## config.mk

```make
export PLATFORM = sky130hd
export DESIGN_NAME = irq_ctrl
export DESIGN_NICKNAME = d
export VERILOG_FILES = /design/src/verilog/irq_pkg.sv /design/src/verilog/dig_cmp.sv /design/src/verilog/irq_ctrl.sv
export VERILOG_INCLUDE_DIRS = /design/src /design/src/verilog
export SDC_FILE = /design/constraint.sdc
export NUM_CORES = 1
export LEC_CHECK = 0
export BUFFER_PORTS_ARGS = -buffer_cell sky130_fd_sc_hd__buf_2
export CORE_AREA = 2 2 150 152
export CTS_CLUSTER_SIZE = 8
export DETAILED_ROUTE_END_ITERATION = 12
export DIE_AREA = 0 0 152 154
export PLACE_DENSITY_LB_ADDON = 0.2
export SLEW_MARGIN = 20
export SYNTH_ARGS = -nofsm -noshare
export SYNTH_HDL_FRONTEND = slang
export SYNTH_SLANG_ARGS = --single-unit
```

## constraint.sdc

```tcl
create_clock -name ref_clk -period 5.8 [get_ports ref_clk]
set_clock_uncertainty 0.1 [all_clocks]
set_input_delay 0.58 -clock ref_clk [delete_from_list [all_inputs] [get_ports ref_clk]]
set_output_delay 0.58 -clock ref_clk [all_outputs]
set_load 0.03 [all_outputs]
```

## src/verilog/irq_map.svh

```systemverilog
// Purpose: offsets, field positions, codes and reset values of the event interrupt block
// Assumes: 4-bit word address, 16-bit register data
// Notes: definitions only
//
// Contract
// - sixteen event sources are monitored
// - done events muted in continuous conversion
// - per-event enable bit gates each event
// - output gives pulse or level while active
// - pulse mode auto-disables event until re-enabled
// - pin polarity active high or low
// - status readable, output routable to pin
// - comparator enable bit, disabled means idle
// - update select 00 clock, 01 ch0, 10 ch1
// - code 11, continuous both: after pair done
// - code 11 otherwise: after every conversion
// - filter needs three consecutive true checks
// - compare 10-bit operands, 01 equal, 10 greater
// - operand from fixed value or 9-bit result
`ifndef IRQ_MAP_SVH
`define IRQ_MAP_SVH

`define ADDR_W 4
`define DATA_W 16
`define NUM_EVT 16

`define OFS_EVT_EN 4'h0
`define OFS_REEN 4'h1
`define OFS_CTRL 4'h2
`define OFS_STATUS 4'h3
`define OFS_MASK 4'h4
`define OFS_CMP_CFG 4'h5
`define OFS_CMP_FIX 4'h6
`define OFS_EVT_RAW 4'h7

`define CTRL_GLOBAL 0
`define CTRL_PULSE 1
`define CTRL_AUTO 2
`define CTRL_POL 3
`define CTRL_ROUTE 4

`define CFG_EN 0
`define CFG_UPD_LO 1
`define CFG_TYPE_LO 3
`define CFG_SELA_LO 5
`define CFG_SELB_LO 7
`define CFG_FILT 9

`define EVT_WAKE 4
`define EVT_CMP 12
`define EVT_DONE_A 13
`define EVT_DONE_B 14

`define UPD_CLOCK 2'h0
`define UPD_CH0 2'h1
`define UPD_CH1 2'h2
`define UPD_ADC 2'h3

`define TYPE_LT 2'h0
`define TYPE_EQ 2'h1
`define TYPE_GT 2'h2
`define TYPE_LE 2'h3

`define FILT_HITS 2'h3
`define RST_WORD 16'h0000
`define RST_FIX 10'h000

`endif

```

## src/verilog/irq_pkg.sv

```systemverilog
// Purpose: state types of the event interrupt block and its comparator
// Assumes: widths fixed
// Notes: types only
package irq_pkg;

    typedef struct packed {
        logic [15:0] evt_en;
        logic [15:0] evt_dis;
        logic glob;
        logic pulse;
        logic auto_dis;
        logic pol;
        logic route;
        logic [15:0] status;
        logic [15:0] mask;
        logic [9:0] cmp_cfg;
        logic [9:0] cmp_fix;
        logic [15:0] prev;
        logic wake_s0;
        logic wake_s1;
        logic out;
        logic pin;
        logic irq;
        logic [15:0] rdata;
    } irq_state_t;

    typedef struct packed {
        logic result;
        logic [1:0] hits;
    } cmp_state_t;

endpackage : irq_pkg

```

## src/verilog/dig_cmp.sv

```systemverilog
// Purpose: digital comparator with update select and three-check filter
// Assumes: conversion strobes are one-cycle pulses on ref_clk
// Notes: result registered
`timescale 1ns/10ps
`include "irq_map.svh"
module dig_cmp (
    input wire logic ref_clk,
    input wire logic nrst,
    input wire logic cmp_enable,
    input wire logic [1:0] cmp_update_sel,
    input wire logic [1:0] cmp_type_sel,
    input wire logic [1:0] cmp_operand_sel_a,
    input wire logic [1:0] cmp_operand_sel_b,
    input wire logic cmp_filter_en,
    input wire logic [9:0] cmp_fixed_value,
    input wire logic [8:0] conv_result_ch0,
    input wire logic [8:0] conv_result_ch1,
    input wire logic conv_done_ch0,
    input wire logic conv_done_ch1,
    input wire logic adc_cont_both,
    input wire logic adc_pair_done,
    output logic cmp_result
);
    irq_pkg::cmp_state_t s, s_next;
    logic [9:0] cmp_operand_a;
    logic [9:0] cmp_operand_b;
    logic strobe;
    logic cond;

    // operand pick: fixed value or zero-extended channel result
    function automatic logic [9:0] pick(input logic [1:0] sel, input logic [9:0] fix,
                                        input logic [8:0] r0, input logic [8:0] r1);
        if (!sel[1]) begin
            pick = fix;
        end else begin
            pick = sel[0] ? {1'b0, r1} : {1'b0, r0};
        end
    endfunction : pick

    assign cmp_operand_a = pick(cmp_operand_sel_a, cmp_fixed_value, conv_result_ch0, conv_result_ch1);
    assign cmp_operand_b = pick(cmp_operand_sel_b, cmp_fixed_value, conv_result_ch0, conv_result_ch1);

    always_comb begin
        case (cmp_update_sel)
            `UPD_CLOCK: strobe = 1'b1;
            `UPD_CH0: strobe = conv_done_ch0;
            `UPD_CH1: strobe = conv_done_ch1;
            `UPD_ADC: strobe = adc_cont_both ? adc_pair_done : (conv_done_ch0 | conv_done_ch1);
            default: strobe = 1'b0;
        endcase
        case (cmp_type_sel)
            `TYPE_LT: cond = cmp_operand_a < cmp_operand_b;
            `TYPE_EQ: cond = cmp_operand_a == cmp_operand_b;
            `TYPE_GT: cond = cmp_operand_a > cmp_operand_b;
            `TYPE_LE: cond = cmp_operand_a <= cmp_operand_b;
            default: cond = 1'b0;
        endcase
    end

    always_comb begin
        s_next = s;
        if (!cmp_enable) begin
            s_next.result = 1'b0;
            s_next.hits = 2'h0;
        end else if (strobe) begin
            if (cmp_filter_en) begin
                if (!cond) begin
                    s_next.hits = 2'h0;
                end else if (s.hits != `FILT_HITS) begin
                    s_next.hits = s.hits + 2'h1;
                end
                s_next.result = cond && (s_next.hits == `FILT_HITS);
            end else begin
                s_next.hits = 2'h0;
                s_next.result = cond;
            end
        end
    end

    always_ff @(posedge ref_clk or negedge nrst) begin
        if (!nrst) begin
            s <= '0;
        end else begin
            s <= s_next;
        end
    end

    assign cmp_result = s.result;

    property p_cmp_off;
        @(posedge ref_clk) disable iff (!nrst) !cmp_enable |=> !cmp_result;
    endproperty
    a_cmp_off: assert property (p_cmp_off) else $error("comparator active while disabled");

    property p_ch0_hold;
        @(posedge ref_clk) disable iff (!nrst)
            cmp_enable && cmp_update_sel == `UPD_CH0 && !conv_done_ch0 && $past(cmp_enable) |=> $stable(cmp_result);
    endproperty
    a_ch0_hold: assert property (p_ch0_hold) else $error("result moved without channel 0 done");

    property p_pair_hold;
        @(posedge ref_clk) disable iff (!nrst)
            cmp_enable && cmp_update_sel == `UPD_ADC && adc_cont_both && !adc_pair_done |=> $stable(cmp_result);
    endproperty
    a_pair_hold: assert property (p_pair_hold) else $error("result moved before pair done");

    property p_each_conv;
        @(posedge ref_clk) disable iff (!nrst)
            cmp_enable && !cmp_filter_en && cmp_update_sel == `UPD_ADC && !adc_cont_both && conv_done_ch1
            |=> cmp_result == $past(cond);
    endproperty
    a_each_conv: assert property (p_each_conv) else $error("result not refreshed on conversion");

    property p_filter;
        @(posedge ref_clk) disable iff (!nrst)
            cmp_enable && cmp_filter_en && strobe && s.hits == 2'h0
            |=> !cmp_result;
    endproperty
    a_filter: assert property (p_filter) else $error("filter signalled after one check");

    property p_equal;
        @(posedge ref_clk) disable iff (!nrst)
            cmp_enable && !cmp_filter_en && strobe && cmp_type_sel == `TYPE_EQ
            |=> cmp_result == ($past(cmp_operand_a) == $past(cmp_operand_b));
    endproperty
    a_equal: assert property (p_equal) else $error("equal compare wrong");

    property p_less;
        @(posedge ref_clk) disable iff (!nrst)
            cmp_enable && !cmp_filter_en && strobe && cmp_type_sel == `TYPE_LT
            |=> cmp_result == ($past(cmp_operand_a) < $past(cmp_operand_b));
    endproperty
    a_less: assert property (p_less) else $error("less compare wrong");

    property p_operand;
        @(posedge ref_clk) disable iff (!nrst)
            cmp_operand_sel_a == 2'h3 |-> cmp_operand_a == {1'b0, conv_result_ch1};
    endproperty
    a_operand: assert property (p_operand) else $error("operand select wrong");

endmodule : dig_cmp

```

## src/verilog/irq_ctrl.sv

```systemverilog
// Purpose: event interrupt controller with digital comparator and register port
// Assumes: event inputs are ref_clk domain except the wake pin
// Notes: irq_pin_out is the pin level, irq is the status interrupt
`timescale 1ns/10ps
`include "irq_map.svh"
module irq_ctrl (
    input wire logic ref_clk,
    input wire logic nrst,
    input wire logic [3:0] addr,
    input wire logic [15:0] wdata,
    input wire logic wr,
    input wire logic rd,
    output logic [15:0] rdata,
    input wire logic bridge1_ilimit_evt,
    input wire logic bridge2_ilimit_evt,
    input wire logic bridge3_ilimit_evt,
    input wire logic bridge4_ilimit_evt,
    input wire logic wake_pin_n,
    input wire logic reg_controller_ilimit_evt,
    input wire logic main_regulator_ilimit_evt,
    input wire logic lv_switch1_ilimit_evt,
    input wire logic lv_switch2_ilimit_evt,
    input wire logic thermal_warning_evt,
    input wire logic watchdog_warning_evt,
    input wire logic watchdog_expiry_evt,
    input wire logic aux_loop1_ilimit_evt,
    input wire logic [8:0] conv_result_ch0,
    input wire logic [8:0] conv_result_ch1,
    input wire logic conv_done_ch0,
    input wire logic conv_done_ch1,
    input wire logic adc_cont_ch0,
    input wire logic adc_cont_ch1,
    input wire logic adc_pair_done,
    output logic irq_pin_out,
    output logic irq_out,
    output logic irq
);
    irq_pkg::irq_state_t s, s_next;
    logic [15:0] ev;
    logic [15:0] rise;
    logic [15:0] fire;
    logic [15:0] live;
    logic comparator_evt;
    logic wr_evt_en;
    logic wr_reen;
    logic wr_ctrl;
    logic wr_status;
    logic wr_mask;
    logic wr_cfg;
    logic wr_fix;

    function automatic logic hit(input logic strobe, input logic [3:0] a, input logic [3:0] ofs);
        hit = strobe && (a == ofs);
    endfunction : hit

    dig_cmp dig_cmp_inst (
        .ref_clk(ref_clk),
        .nrst(nrst),
        .cmp_enable(s.cmp_cfg[`CFG_EN]),
        .cmp_update_sel(s.cmp_cfg[`CFG_UPD_LO +: 2]),
        .cmp_type_sel(s.cmp_cfg[`CFG_TYPE_LO +: 2]),
        .cmp_operand_sel_a(s.cmp_cfg[`CFG_SELA_LO +: 2]),
        .cmp_operand_sel_b(s.cmp_cfg[`CFG_SELB_LO +: 2]),
        .cmp_filter_en(s.cmp_cfg[`CFG_FILT]),
        .cmp_fixed_value(s.cmp_fix),
        .conv_result_ch0(conv_result_ch0),
        .conv_result_ch1(conv_result_ch1),
        .conv_done_ch0(conv_done_ch0),
        .conv_done_ch1(conv_done_ch1),
        .adc_cont_both(adc_cont_ch0 & adc_cont_ch1),
        .adc_pair_done(adc_pair_done),
        .cmp_result(comparator_evt)
    );

    // event vector, one bit per monitored source
    always_comb begin
        ev = {aux_loop1_ilimit_evt,
              conv_done_ch1 & ~adc_cont_ch1,
              conv_done_ch0 & ~adc_cont_ch0,
              comparator_evt,
              watchdog_expiry_evt,
              watchdog_warning_evt,
              thermal_warning_evt,
              lv_switch2_ilimit_evt,
              lv_switch1_ilimit_evt,
              main_regulator_ilimit_evt,
              reg_controller_ilimit_evt,
              ~s.wake_s1,
              bridge4_ilimit_evt,
              bridge3_ilimit_evt,
              bridge2_ilimit_evt,
              bridge1_ilimit_evt};
    end

    assign live = ev & s.evt_en & ~s.evt_dis;
    assign rise = ev & ~s.prev;
    assign fire = rise & s.evt_en & ~s.evt_dis;

    assign wr_evt_en = hit(wr, addr, `OFS_EVT_EN);
    assign wr_reen = hit(wr, addr, `OFS_REEN);
    assign wr_ctrl = hit(wr, addr, `OFS_CTRL);
    assign wr_status = hit(wr, addr, `OFS_STATUS);
    assign wr_mask = hit(wr, addr, `OFS_MASK);
    assign wr_cfg = hit(wr, addr, `OFS_CMP_CFG);
    assign wr_fix = hit(wr, addr, `OFS_CMP_FIX);

    always_comb begin
        s_next = s;
        s_next.wake_s0 = wake_pin_n;
        s_next.wake_s1 = s.wake_s0;
        s_next.prev = ev;
        if (wr_evt_en) begin
            s_next.evt_en = wdata;
        end
        if (wr_ctrl) begin
            s_next.glob = wdata[`CTRL_GLOBAL];
            s_next.pulse = wdata[`CTRL_PULSE];
            s_next.auto_dis = wdata[`CTRL_AUTO];
            s_next.pol = wdata[`CTRL_POL];
            s_next.route = wdata[`CTRL_ROUTE];
        end
        if (wr_mask) begin
            s_next.mask = wdata;
        end
        if (wr_cfg) begin
            s_next.cmp_cfg = wdata[9:0];
        end
        if (wr_fix) begin
            s_next.cmp_fix = wdata[9:0];
        end
        // re-enable clears, a new auto-disable in the same cycle wins
        if (wr_reen) begin
            s_next.evt_dis = s.evt_dis & ~wdata;
        end
        if (s.glob && s.pulse && s.auto_dis) begin
            s_next.evt_dis = s_next.evt_dis | fire;
        end
        // sticky status, set wins over write-one-to-clear
        if (wr_status) begin
            s_next.status = s.status & ~wdata;
        end
        s_next.status = s_next.status | fire;
        s_next.irq = |(s_next.status & s_next.mask);
        // pulse on a new enabled event, or level while one persists
        if (!s.glob) begin
            s_next.out = 1'b0;
        end else if (s.pulse) begin
            s_next.out = |fire;
        end else begin
            s_next.out = |live;
        end
        s_next.pin = s_next.pol ^ (s_next.route & s_next.out);
        s_next.rdata = `RST_WORD;
        if (rd) begin
            case (addr)
                `OFS_EVT_EN: s_next.rdata = s.evt_en;
                `OFS_REEN: s_next.rdata = s.evt_dis;
                `OFS_CTRL: s_next.rdata = {11'h000, s.route, s.pol, s.auto_dis, s.pulse, s.glob};
                `OFS_STATUS: s_next.rdata = s.status;
                `OFS_MASK: s_next.rdata = s.mask;
                `OFS_CMP_CFG: s_next.rdata = {6'h00, s.cmp_cfg};
                `OFS_CMP_FIX: s_next.rdata = {6'h00, s.cmp_fix};
                `OFS_EVT_RAW: s_next.rdata = ev;
                default: s_next.rdata = `RST_WORD;
            endcase
        end
    end

    always_ff @(posedge ref_clk or negedge nrst) begin
        if (!nrst) begin
            s <= '0;
            s.wake_s0 <= 1'b1;
            s.wake_s1 <= 1'b1;
            s.prev <= `RST_WORD;
        end else begin
            s <= s_next;
        end
    end

    assign rdata = s.rdata;
    assign irq_out = s.out;
    assign irq_pin_out = s.pin;
    assign irq = s.irq;

    property p_done_mute;
        @(posedge ref_clk) disable iff (!nrst)
            adc_cont_ch0
            |-> !ev[`EVT_DONE_A];
    endproperty
    a_done_mute: assert property (p_done_mute) else $error("done event seen in continuous mode");

    property p_wake;
        @(posedge ref_clk) disable iff (!nrst)
            !wake_pin_n ##1 !wake_pin_n ##1 !wake_pin_n |-> ev[`EVT_WAKE];
    endproperty
    a_wake: assert property (p_wake) else $error("wake pin low not seen");

    property p_off_quiet;
        @(posedge ref_clk) disable iff (!nrst)
            !s.pulse && live == 16'h0000
            |=> !irq_out;
    endproperty
    a_off_quiet: assert property (p_off_quiet) else $error("output active with no enabled event");

    property p_level;
        @(posedge ref_clk) disable iff (!nrst)
            s.glob && !s.pulse && live != 16'h0000
            |=> irq_out;
    endproperty
    a_level: assert property (p_level) else $error("level output dropped while active");

    property p_pulse;
        @(posedge ref_clk) disable iff (!nrst)
            s.glob && s.pulse && fire != 16'h0000 ##1 s.glob && s.pulse && fire == 16'h0000
            |-> irq_out ##1 !irq_out;
    endproperty
    a_pulse: assert property (p_pulse) else $error("pulse not one cycle");

    property p_auto;
        @(posedge ref_clk) disable iff (!nrst)
            s.glob && s.pulse && s.auto_dis && fire != 16'h0000
            |=> (s.evt_dis & $past(fire)) == $past(fire);
    endproperty
    a_auto: assert property (p_auto) else $error("firing event not disabled");

    property p_reen;
        @(posedge ref_clk) disable iff (!nrst)
            wr_reen && (fire == 16'h0000 || !s.auto_dis)
            |=> (s.evt_dis & $past(wdata)) == 16'h0000;
    endproperty
    a_reen: assert property (p_reen) else $error("re-enable write ignored");

    property p_pol;
        @(posedge ref_clk) disable iff (!nrst)
            irq_pin_out == (s.pol ^ (s.route & irq_out));
    endproperty
    a_pol: assert property (p_pol) else $error("pin polarity wrong");

    property p_status;
        @(posedge ref_clk) disable iff (!nrst)
            fire != 16'h0000
            |=> (s.status & $past(fire)) == $past(fire);
    endproperty
    a_status: assert property (p_status) else $error("status bit not set");

    property p_rd_idle;
        @(posedge ref_clk) disable iff (!nrst)
            !rd
            |=> rdata == 16'h0000;
    endproperty
    a_rd_idle: assert property (p_rd_idle) else $error("read data outside read slot");

    property p_glob_off;
        @(posedge ref_clk) disable iff (!nrst)
            !s.glob
            |=> !irq_out;
    endproperty
    a_glob_off: assert property (p_glob_off) else $error("output on while disabled");

    property p_en_wr;
        @(posedge ref_clk) disable iff (!nrst)
            wr_evt_en
            |=> s.evt_en == $past(wdata);
    endproperty
    a_en_wr: assert property (p_en_wr) else $error("enable write lost");

    property p_sticky;
        @(posedge ref_clk) disable iff (!nrst)
            !wr_status
            |=> (s.status & $past(s.status)) == $past(s.status);
    endproperty
    a_sticky: assert property (p_sticky) else $error("status bit lost");

    property p_rd_status;
        @(posedge ref_clk) disable iff (!nrst)
            rd && addr == `OFS_STATUS
            |=> rdata == $past(s.status);
    endproperty
    a_rd_status: assert property (p_rd_status) else $error("status read wrong");

    property p_irq_lvl;
        @(posedge ref_clk) disable iff (!nrst)
            irq ==
            ((s.status & s.mask) != 16'h0000);
    endproperty
    a_irq_lvl: assert property (p_irq_lvl) else $error("irq level wrong");

    property p_wake_idle;
        @(posedge ref_clk) disable iff (!nrst)
            wake_pin_n ##1 wake_pin_n ##1 wake_pin_n
            |-> !ev[`EVT_WAKE];
    endproperty
    a_wake_idle: assert property (p_wake_idle) else $error("wake seen while pin high");

    property p_done_b;
        @(posedge ref_clk) disable iff (!nrst)
            adc_cont_ch1
            |-> !ev[`EVT_DONE_B];
    endproperty
    a_done_b: assert property (p_done_b) else $error("done event seen in continuous mode");

endmodule : irq_ctrl

```

==> results of run 1 <==
synth_stat cells (11+ instances only):
cell type	count
nand2_1	54
a22o_1	22
nor4bb_1	11
a22oi_1	26
mux2_2	55
a222oi_1	14
o21ai_0	17
a31oi_1	14
nor2_1	21
mux2i_1	22
a21o_1	15
clkbuf_1	16
a21oi_1	24
buf_4	17
dfrtp_1	127
cells by family after synthesis:
group                    share of synthesized area
adder cells (fa/ha/maj)                     0.0195
buffers and inverters                       0.0428
multiplexers                                 0.132
flip-flops                                   0.503
XOR/XNOR                                   0.00136
AND/OR/NAND/NOR                              0.131
AO/OA/AOI/OAI                                0.170
registers in the layout, indices dropped and copies added, names as in the netlist:
register,count
s,107
rdata,16
dig_cmp_inst.s,2
dig_cmp_inst.cmp_result,1
irq,1
irq_out,1
irq_pin_out,1
routing by layer:
layer	vias up	part of all wire
met5	-	0
met4	0	0.012
met3	19	0.046
met2	171	0.49
met1	2584	0.45
li1	2273	-
path summary, 6_finish.rpt:
check / depth (start not counted) / endpoint / start / slack, ns
max in group asynchronous: 2 / dig_cmp_inst.s[1] / nrst / 4.25
max: 8 / dig_cmp_inst.cmp_result / s[52] / 2.85
max reg2reg: 8 / dig_cmp_inst.cmp_result / s[52] / 2.85
min reg2reg: 0 / s[19] / s[20] / 0.26
min in group ref_clk: 1 / s[20] / wake_pin_n / 0.16
min: 1 / irq_pin_out / nrst / 0.03
power by group through the flow:
| stage | registers, W | clock network [W] | logic, W |
|---|---|---|---|
| 2_1_floorplan | 0.00118 | 0 | 0.000453 |
| 3_3_place_gp | 0.00126 | 0 | 0.000591 |
| 3_5_place_dp | 0.00126 | 0 | 0.000603 |
| 4_1_cts | 0.00125 | 0.00114 | 0.000606 |
| 5_1_grt | 0.00128 | 0.00118 | 0.000667 |
| 6_report | 0.00125 | 0.00113 | 0.000602 |
through the flow:
stage / cells / setup slack, ns / hold slack, ns / cell area (um^2)
2_1_floorplan: 574 / 3.21 / 0.184 / 6420
3_3_place_gp: 895 / 2.65 / 0.247 / 6990
3_5_place_dp: 895 / 2.61 / 0.254 / 6990
4_1_cts: 927 / 2.81 / 0.0508 / 7610
5_1_grt: 927 / 2.63 / 0.0730 / 7610
6_report: 927 / 2.85 / 0.0308 / 7610
area by class of cell:
class / count / area, um^2
Fill cell: 2168 / 14100
Clock inverter: 10 / 159
Clock buffer: 22 / 454
Multi-Input combinational cell: 391 / 2930
Inverter: 10 / 37.5
Timing Repair Buffer: 85 / 449
Sequential cell: 129 / 3230
Tap cell: 280 / 350
==> impl_metrics.tcl, run 1 <==
set metrics [dict create \
    cts_buffer_depth 2 \
    cp.arrival_ns 3.12 \
    core_area_mm2 0.0217 \
    post_cts.repair.setup_buffers 0 \
    path_clk_slew_ns 0.06 \
    hpwlAfterDp_um 14200 \
    syn_area_mm2 0.00642 \
    maxCapViolations 0 \
    die_h_um 154 \
    top_usage_layer "met2" \
    drive_above_1_share 0.286 \
    required_ns 5.98 \
    synth-seq-area-share 0.503 \
    die_x_um 152 \
    synth_edf_count 0 \
    drt-initial-drc-count 460 \
    syn_to_final_growth_pct 18.4 \
    viasPerCell 5.44 \
    slowest_stage "dfrtp_1" \
    synth_nets 644 \
    crit_buf_inv 0 \
    std_cell_rows 54 \
    fin_util 0.351 \
    grt_max_degree 71 \
    status "finished clean" \
    hold_viol 0 \
    seqPwrFrac 0.420 \
    antenna_cells 0 \
    cts_root_buffer "clkbuf_16" \
    ys_types 55 \
    clock_latency_ns 0.43 \
    cts_tree "done" \
    synth_top_area_cell "dfrtp_1" \
    initial_core_util 0.296 \
    cts_hold_buf 0 \
    cp_common_cell "mux2i_1" \
    htreeDepth 4 \
    synth_area_per_cell_um2 11.2 \
    p_sw_frac 0.299 \
    ios 79 \
    cts_buffers 17 \
    worstPathMaxFanout 11 \
    gp_congestion 0.872 \
    grt_antenna_before_repair 1 \
    clock_sinks 129 \
    crit_type "reg -> reg" \
    p_leak_nw 3.32 \
    die_area_mm2 0.0234 \
    yosysTopAreaCellShare 0.495 \
    p_int_w 0.00209 \
    ctsResizeCount 0 \
    grt_util_met1 0.235 \
    avgRoutedWirePerCell_um 21.7 \
    vias 5047 \
    first_pass_iters 6 \
    grt_pass1_vias 5216 \
    overflow 0 \
    timing.setup.tns_ns 0 \
    synth-seq-cells 129 \
    hold_path.class "in -> async" \
    drt-total-wl_um 20100 \
    final_nets 704 \
    route.detailed.drc 0 \
    critical_path.max_stage_delay_ns 0.71 \
    slew_viol_final 0 \
    syn_inst 574 \
    p_per_area_mw_per_mm2 392 \
    p_comb_frac 0.202 \
    p_total_w 0.00298 \
    crit_chain "mux2i_1, a21oi_1, ha_1, nand4_1, nor3_1, mux2_2, mux2i_1, o32ai_1" \
    portBuffers 78 \
    power_frac_clock 0.378 \
    cp_top_family "multiplexers" \
    final_antenna_net_count 0 \
    worstMarginPinSlew_ns 0.963 \
    slew_headroom 0.357 \
    finalCritPeriodShare 0.508 \
    ys_warn_count 0 \
    max_freq_mhz 340 \
    ir_worst_vdd_uv 207 \
    rsz0062_at_grt "no" \
    endpoint_kind "register" \
    synthArstFlopShare 1.00 \
    grt_pass1_wl_um 31300 \
    track_usage 0.175 \
    grt_util_met3 0.0333 \
    period_minus_slack_ns 2.95 \
    setup_violations 0 \
    layout_commonest_cell "dfrtp_1" \
    met2_usage 0.287 \
    synth_flop_cell "dfrtp_1" \
    switchingPower_w 0.000891 \
    mostFrequentLayoutCells "dfrtp_1 (127), buf_2 (77), mux2_2 (55)" \
    startpoint_type "register" \
    synth_area_leaders "dfrtp_1 (49%), mux2_2 (9.6%), mux2i_1 (3.4%)" \
]
No activity file was read; power rests on OpenSTA's default activity.
==> run 2, diff against run 1 <==
--- a/config.mk
+++ b/config.mk
@@ -6,11 +6,12 @@
 export SDC_FILE = /design/constraint.sdc
 export NUM_CORES = 1
 export LEC_CHECK = 0
+export ABC_AREA = 1
 export BUFFER_PORTS_ARGS = -buffer_cell sky130_fd_sc_hd__buf_2
-export CORE_AREA = 2 2 150 152
+export CORE_AREA = 2 2 152 154
 export CTS_CLUSTER_SIZE = 8
 export DETAILED_ROUTE_END_ITERATION = 12
-export DIE_AREA = 0 0 152 154
+export DIE_AREA = 0 0 154 156
 export PLACE_DENSITY_LB_ADDON = 0.2
 export SLEW_MARGIN = 20
 export SYNTH_ARGS = -nofsm -noshare
==> constraint.sdc (replaced) <==
create_clock -name ref_clk -period 3 [get_ports ref_clk]
set_clock_uncertainty 0.1 [all_clocks]
set_input_delay 0.3 -clock ref_clk [delete_from_list [all_inputs] [get_ports ref_clk]]
set_output_delay 0.3 -clock ref_clk [all_outputs]
set_load 0.03 [all_outputs]
==> impl_metrics.tcl, run 2 <==
set metrics [dict create \
    status "finished clean" \
    cts_root_buffer "clkbuf_16" \
    vias 5710 \
    endpoint_kind "register" \
    grt_max_degree 57 \
    p_int_w 0.00370 \
    synthArstFlopShare 1.00 \
    synthTopCellsByCount "nand2_1 (208), o21ai_0 (130), dfrtp_1 (127)" \
    worstMarginPinSlew_ns 0.851 \
    power_frac_clock 0.372 \
    die_h_um 156 \
    grt_antenna_before_repair 0 \
    drive_above_1_share 0.173 \
    finalCritPeriodShare 0.855 \
    portBuffers 78 \
    initial_core_util 0.294 \
    gp_congestion 0.803 \
    path_clk_slew_ns 0.06 \
    layout_commonest_cell "nand2_1" \
    crit_type "reg -> reg" \
    required_ns 3.22 \
    maxCapViolations 0 \
    drt-initial-drc-count 427 \
    cts_tree "done" \
    cts_buffer_depth 2 \
    startpoint_type "register" \
    p_leak_nw 3.82 \
    synth_area_leaders "dfrtp_1 (48%), nand2_1 (12%), o21ai_0 (9.9%)" \
    p_sw_frac 0.323 \
    htreeDepth 4 \
    grt_pass1_wl_um 32900 \
    fin_util 0.354 \
    std_cell_rows 55 \
    cp.arrival_ns 2.79 \
    route.detailed.drc 0 \
    viasPerCell 4.73 \
    synth-seq-area-share 0.491 \
    antenna_cells 0 \
    worstPathMaxFanout 13 \
    switchingPower_w 0.00176 \
    synthMostInstantiatedCell "nand2_1" \
    rsz0062_at_grt "no" \
    ctsResizeCount 0 \
    synth_area_per_cell_um2 7.96 \
    p_per_area_mw_per_mm2 691 \
    ir_worst_vdd_uv 371 \
    avgRoutedWirePerCell_um 17.3 \
    largest-register "s" \
    slew_viol_final 0 \
    synth-seq-cells 129 \
    hpwlAfterDp_um 14800 \
    synth_flop_cell "dfrtp_1" \
    track_usage 0.182 \
    cts_buffers 17 \
    ys_warn_count 0 \
    hold_viol 0 \
    slew_headroom 0.431 \
    first_pass_iters 5 \
    die_x_um 154 \
    p_comb_frac 0.214 \
    wl_met1_um 10000 \
    die_area_mm2 0.0240 \
    synth_top_area_cell "dfrtp_1" \
    clock_latency_ns 0.43 \
    reg2reg_from "s[53]" \
    top_layer_used "met4" \
    final_nets 979 \
    hold_path.class "in -> reg" \
    syn_inst 827 \
    ys_types 41 \
    worst_slack_ns 0.435 \
    syn_area_mm2 0.00658 \
    hp-start "adc_cont_ch0" \
    mostFrequentLayoutCells "nand2_1 (208), o21ai_0 (130), dfrtp_1 (127)" \
    overflow 0 \
    period_minus_slack_ns 2.56 \
    seqPwrFrac 0.414 \
    grt_pass1_vias 5730 \
    drt-total-wl_um 20900 \
    syn_to_final_growth_pct 20.2 \
    dr_wl_met2_um 9510 \
    cp-startpoint "s[53]" \
    synth_nets 897 \
    final_antenna_net_count 0 \
    regToRegSetupSlack_ns 0.44 \
    timing.setup.tns_ns 0 \
    yosysTopAreaCellShare 0.483 \
    clock_sinks 129 \
    ios 79 \
    max_freq_mhz 390 \
    setup_violations 0 \
    wl_met3_um 970 \
    dp_slack_ns 0.422 \
    largest_reg_flops 107 \
    core_area_mm2 0.0224 \
    synth_edf_count 0 \
]
[run 2: repair_timing]
item                      4_1_cts  5_1_grt
hold endpoints to repair       65        0
buffers inserted                0        0
hold buffers                   14        0
[run 2: power by group through the flow]
stage | clock [W] | combinational [W] | sequential, W
after floorplan | 0 | 0.000832 | 0.00222
after global placement | 0 | 0.00115 | 0.00228
after detailed placement | 0 | 0.00116 | 0.00229
after CTS | 0.00207 | 0.00118 | 0.00226
after global routing | 0.00215 | 0.00136 | 0.00230
final | 0.00203 | 0.00117 | 0.00226
[run 2: cell families after synthesis]
| logic type | Yosys count | share of synthesized area |
|---|---|---|
| AO/OA/AOI/OAI | 218 | 0.189 |
| adder cells (fa/ha/maj) | 10 | 0.0190 |
| buffers and inverters | 148 | 0.0992 |
| flip-flops | 129 | 0.491 |
| AND/OR/NAND/NOR | 322 | 0.202 |
[run 2: cell type report]
type	instances	area (um^2)
multi-input combinational	550	2700
fill	2366	14500
tap	285	357
inverter	105	394
clock inverter	9	81.3
timing repair buffer	106	654
clock buffer	22	494
sequential	129	3230
[run 2: routing by layer]
layer | vias up | track usage
li1 | 2845 | -
met1 | 2687 | 0.252
met2 | 152 | 0.283
met3 | 26 | 0.0378
met4 | 0 | 0.0596
met5 | - | 0
[run 2: path summary, 6_finish.rpt]
path / cells past startpoint / end
max: 13 / dig_cmp_inst.cmp_result
min: 2 / s[34]
max reg2reg: 13 / dig_cmp_inst.cmp_result
min reg2reg: 0 / s[19]
max in group asynchronous: 3 / s[113]
min in group asynchronous: 2 / s[50]
[run 2: stage by stage]
stage                     cells  power, W  hold WS [ns]  area, um^2
final                      1206   0.00546        0.0813        7910
after global routing       1206   0.00582        0.0728        7910
after CTS                  1206   0.00551        0.0609        7910
after detailed placement   1161   0.00344         0.210        7190
after global placement     1161   0.00344         0.210        7190
after floorplan             827   0.00305       -0.0956        6580
[run 2: worst max-delay path, stage by stage, from the launching register on]
cell and delay [ns]:
dfrtp_1 0.58, clkinv_1 0.38, a21oi_1 0.21, o21ai_0 0.10, o21ai_0 0.10, ha_1 0.27, nand2_1 0.07, a21oi_1 0.06
nor2_1 0.16, nand4_1 0.15, nand2_1 0.10, nand2_1 0.08, nand3_1 0.07, nand2_1 0.05
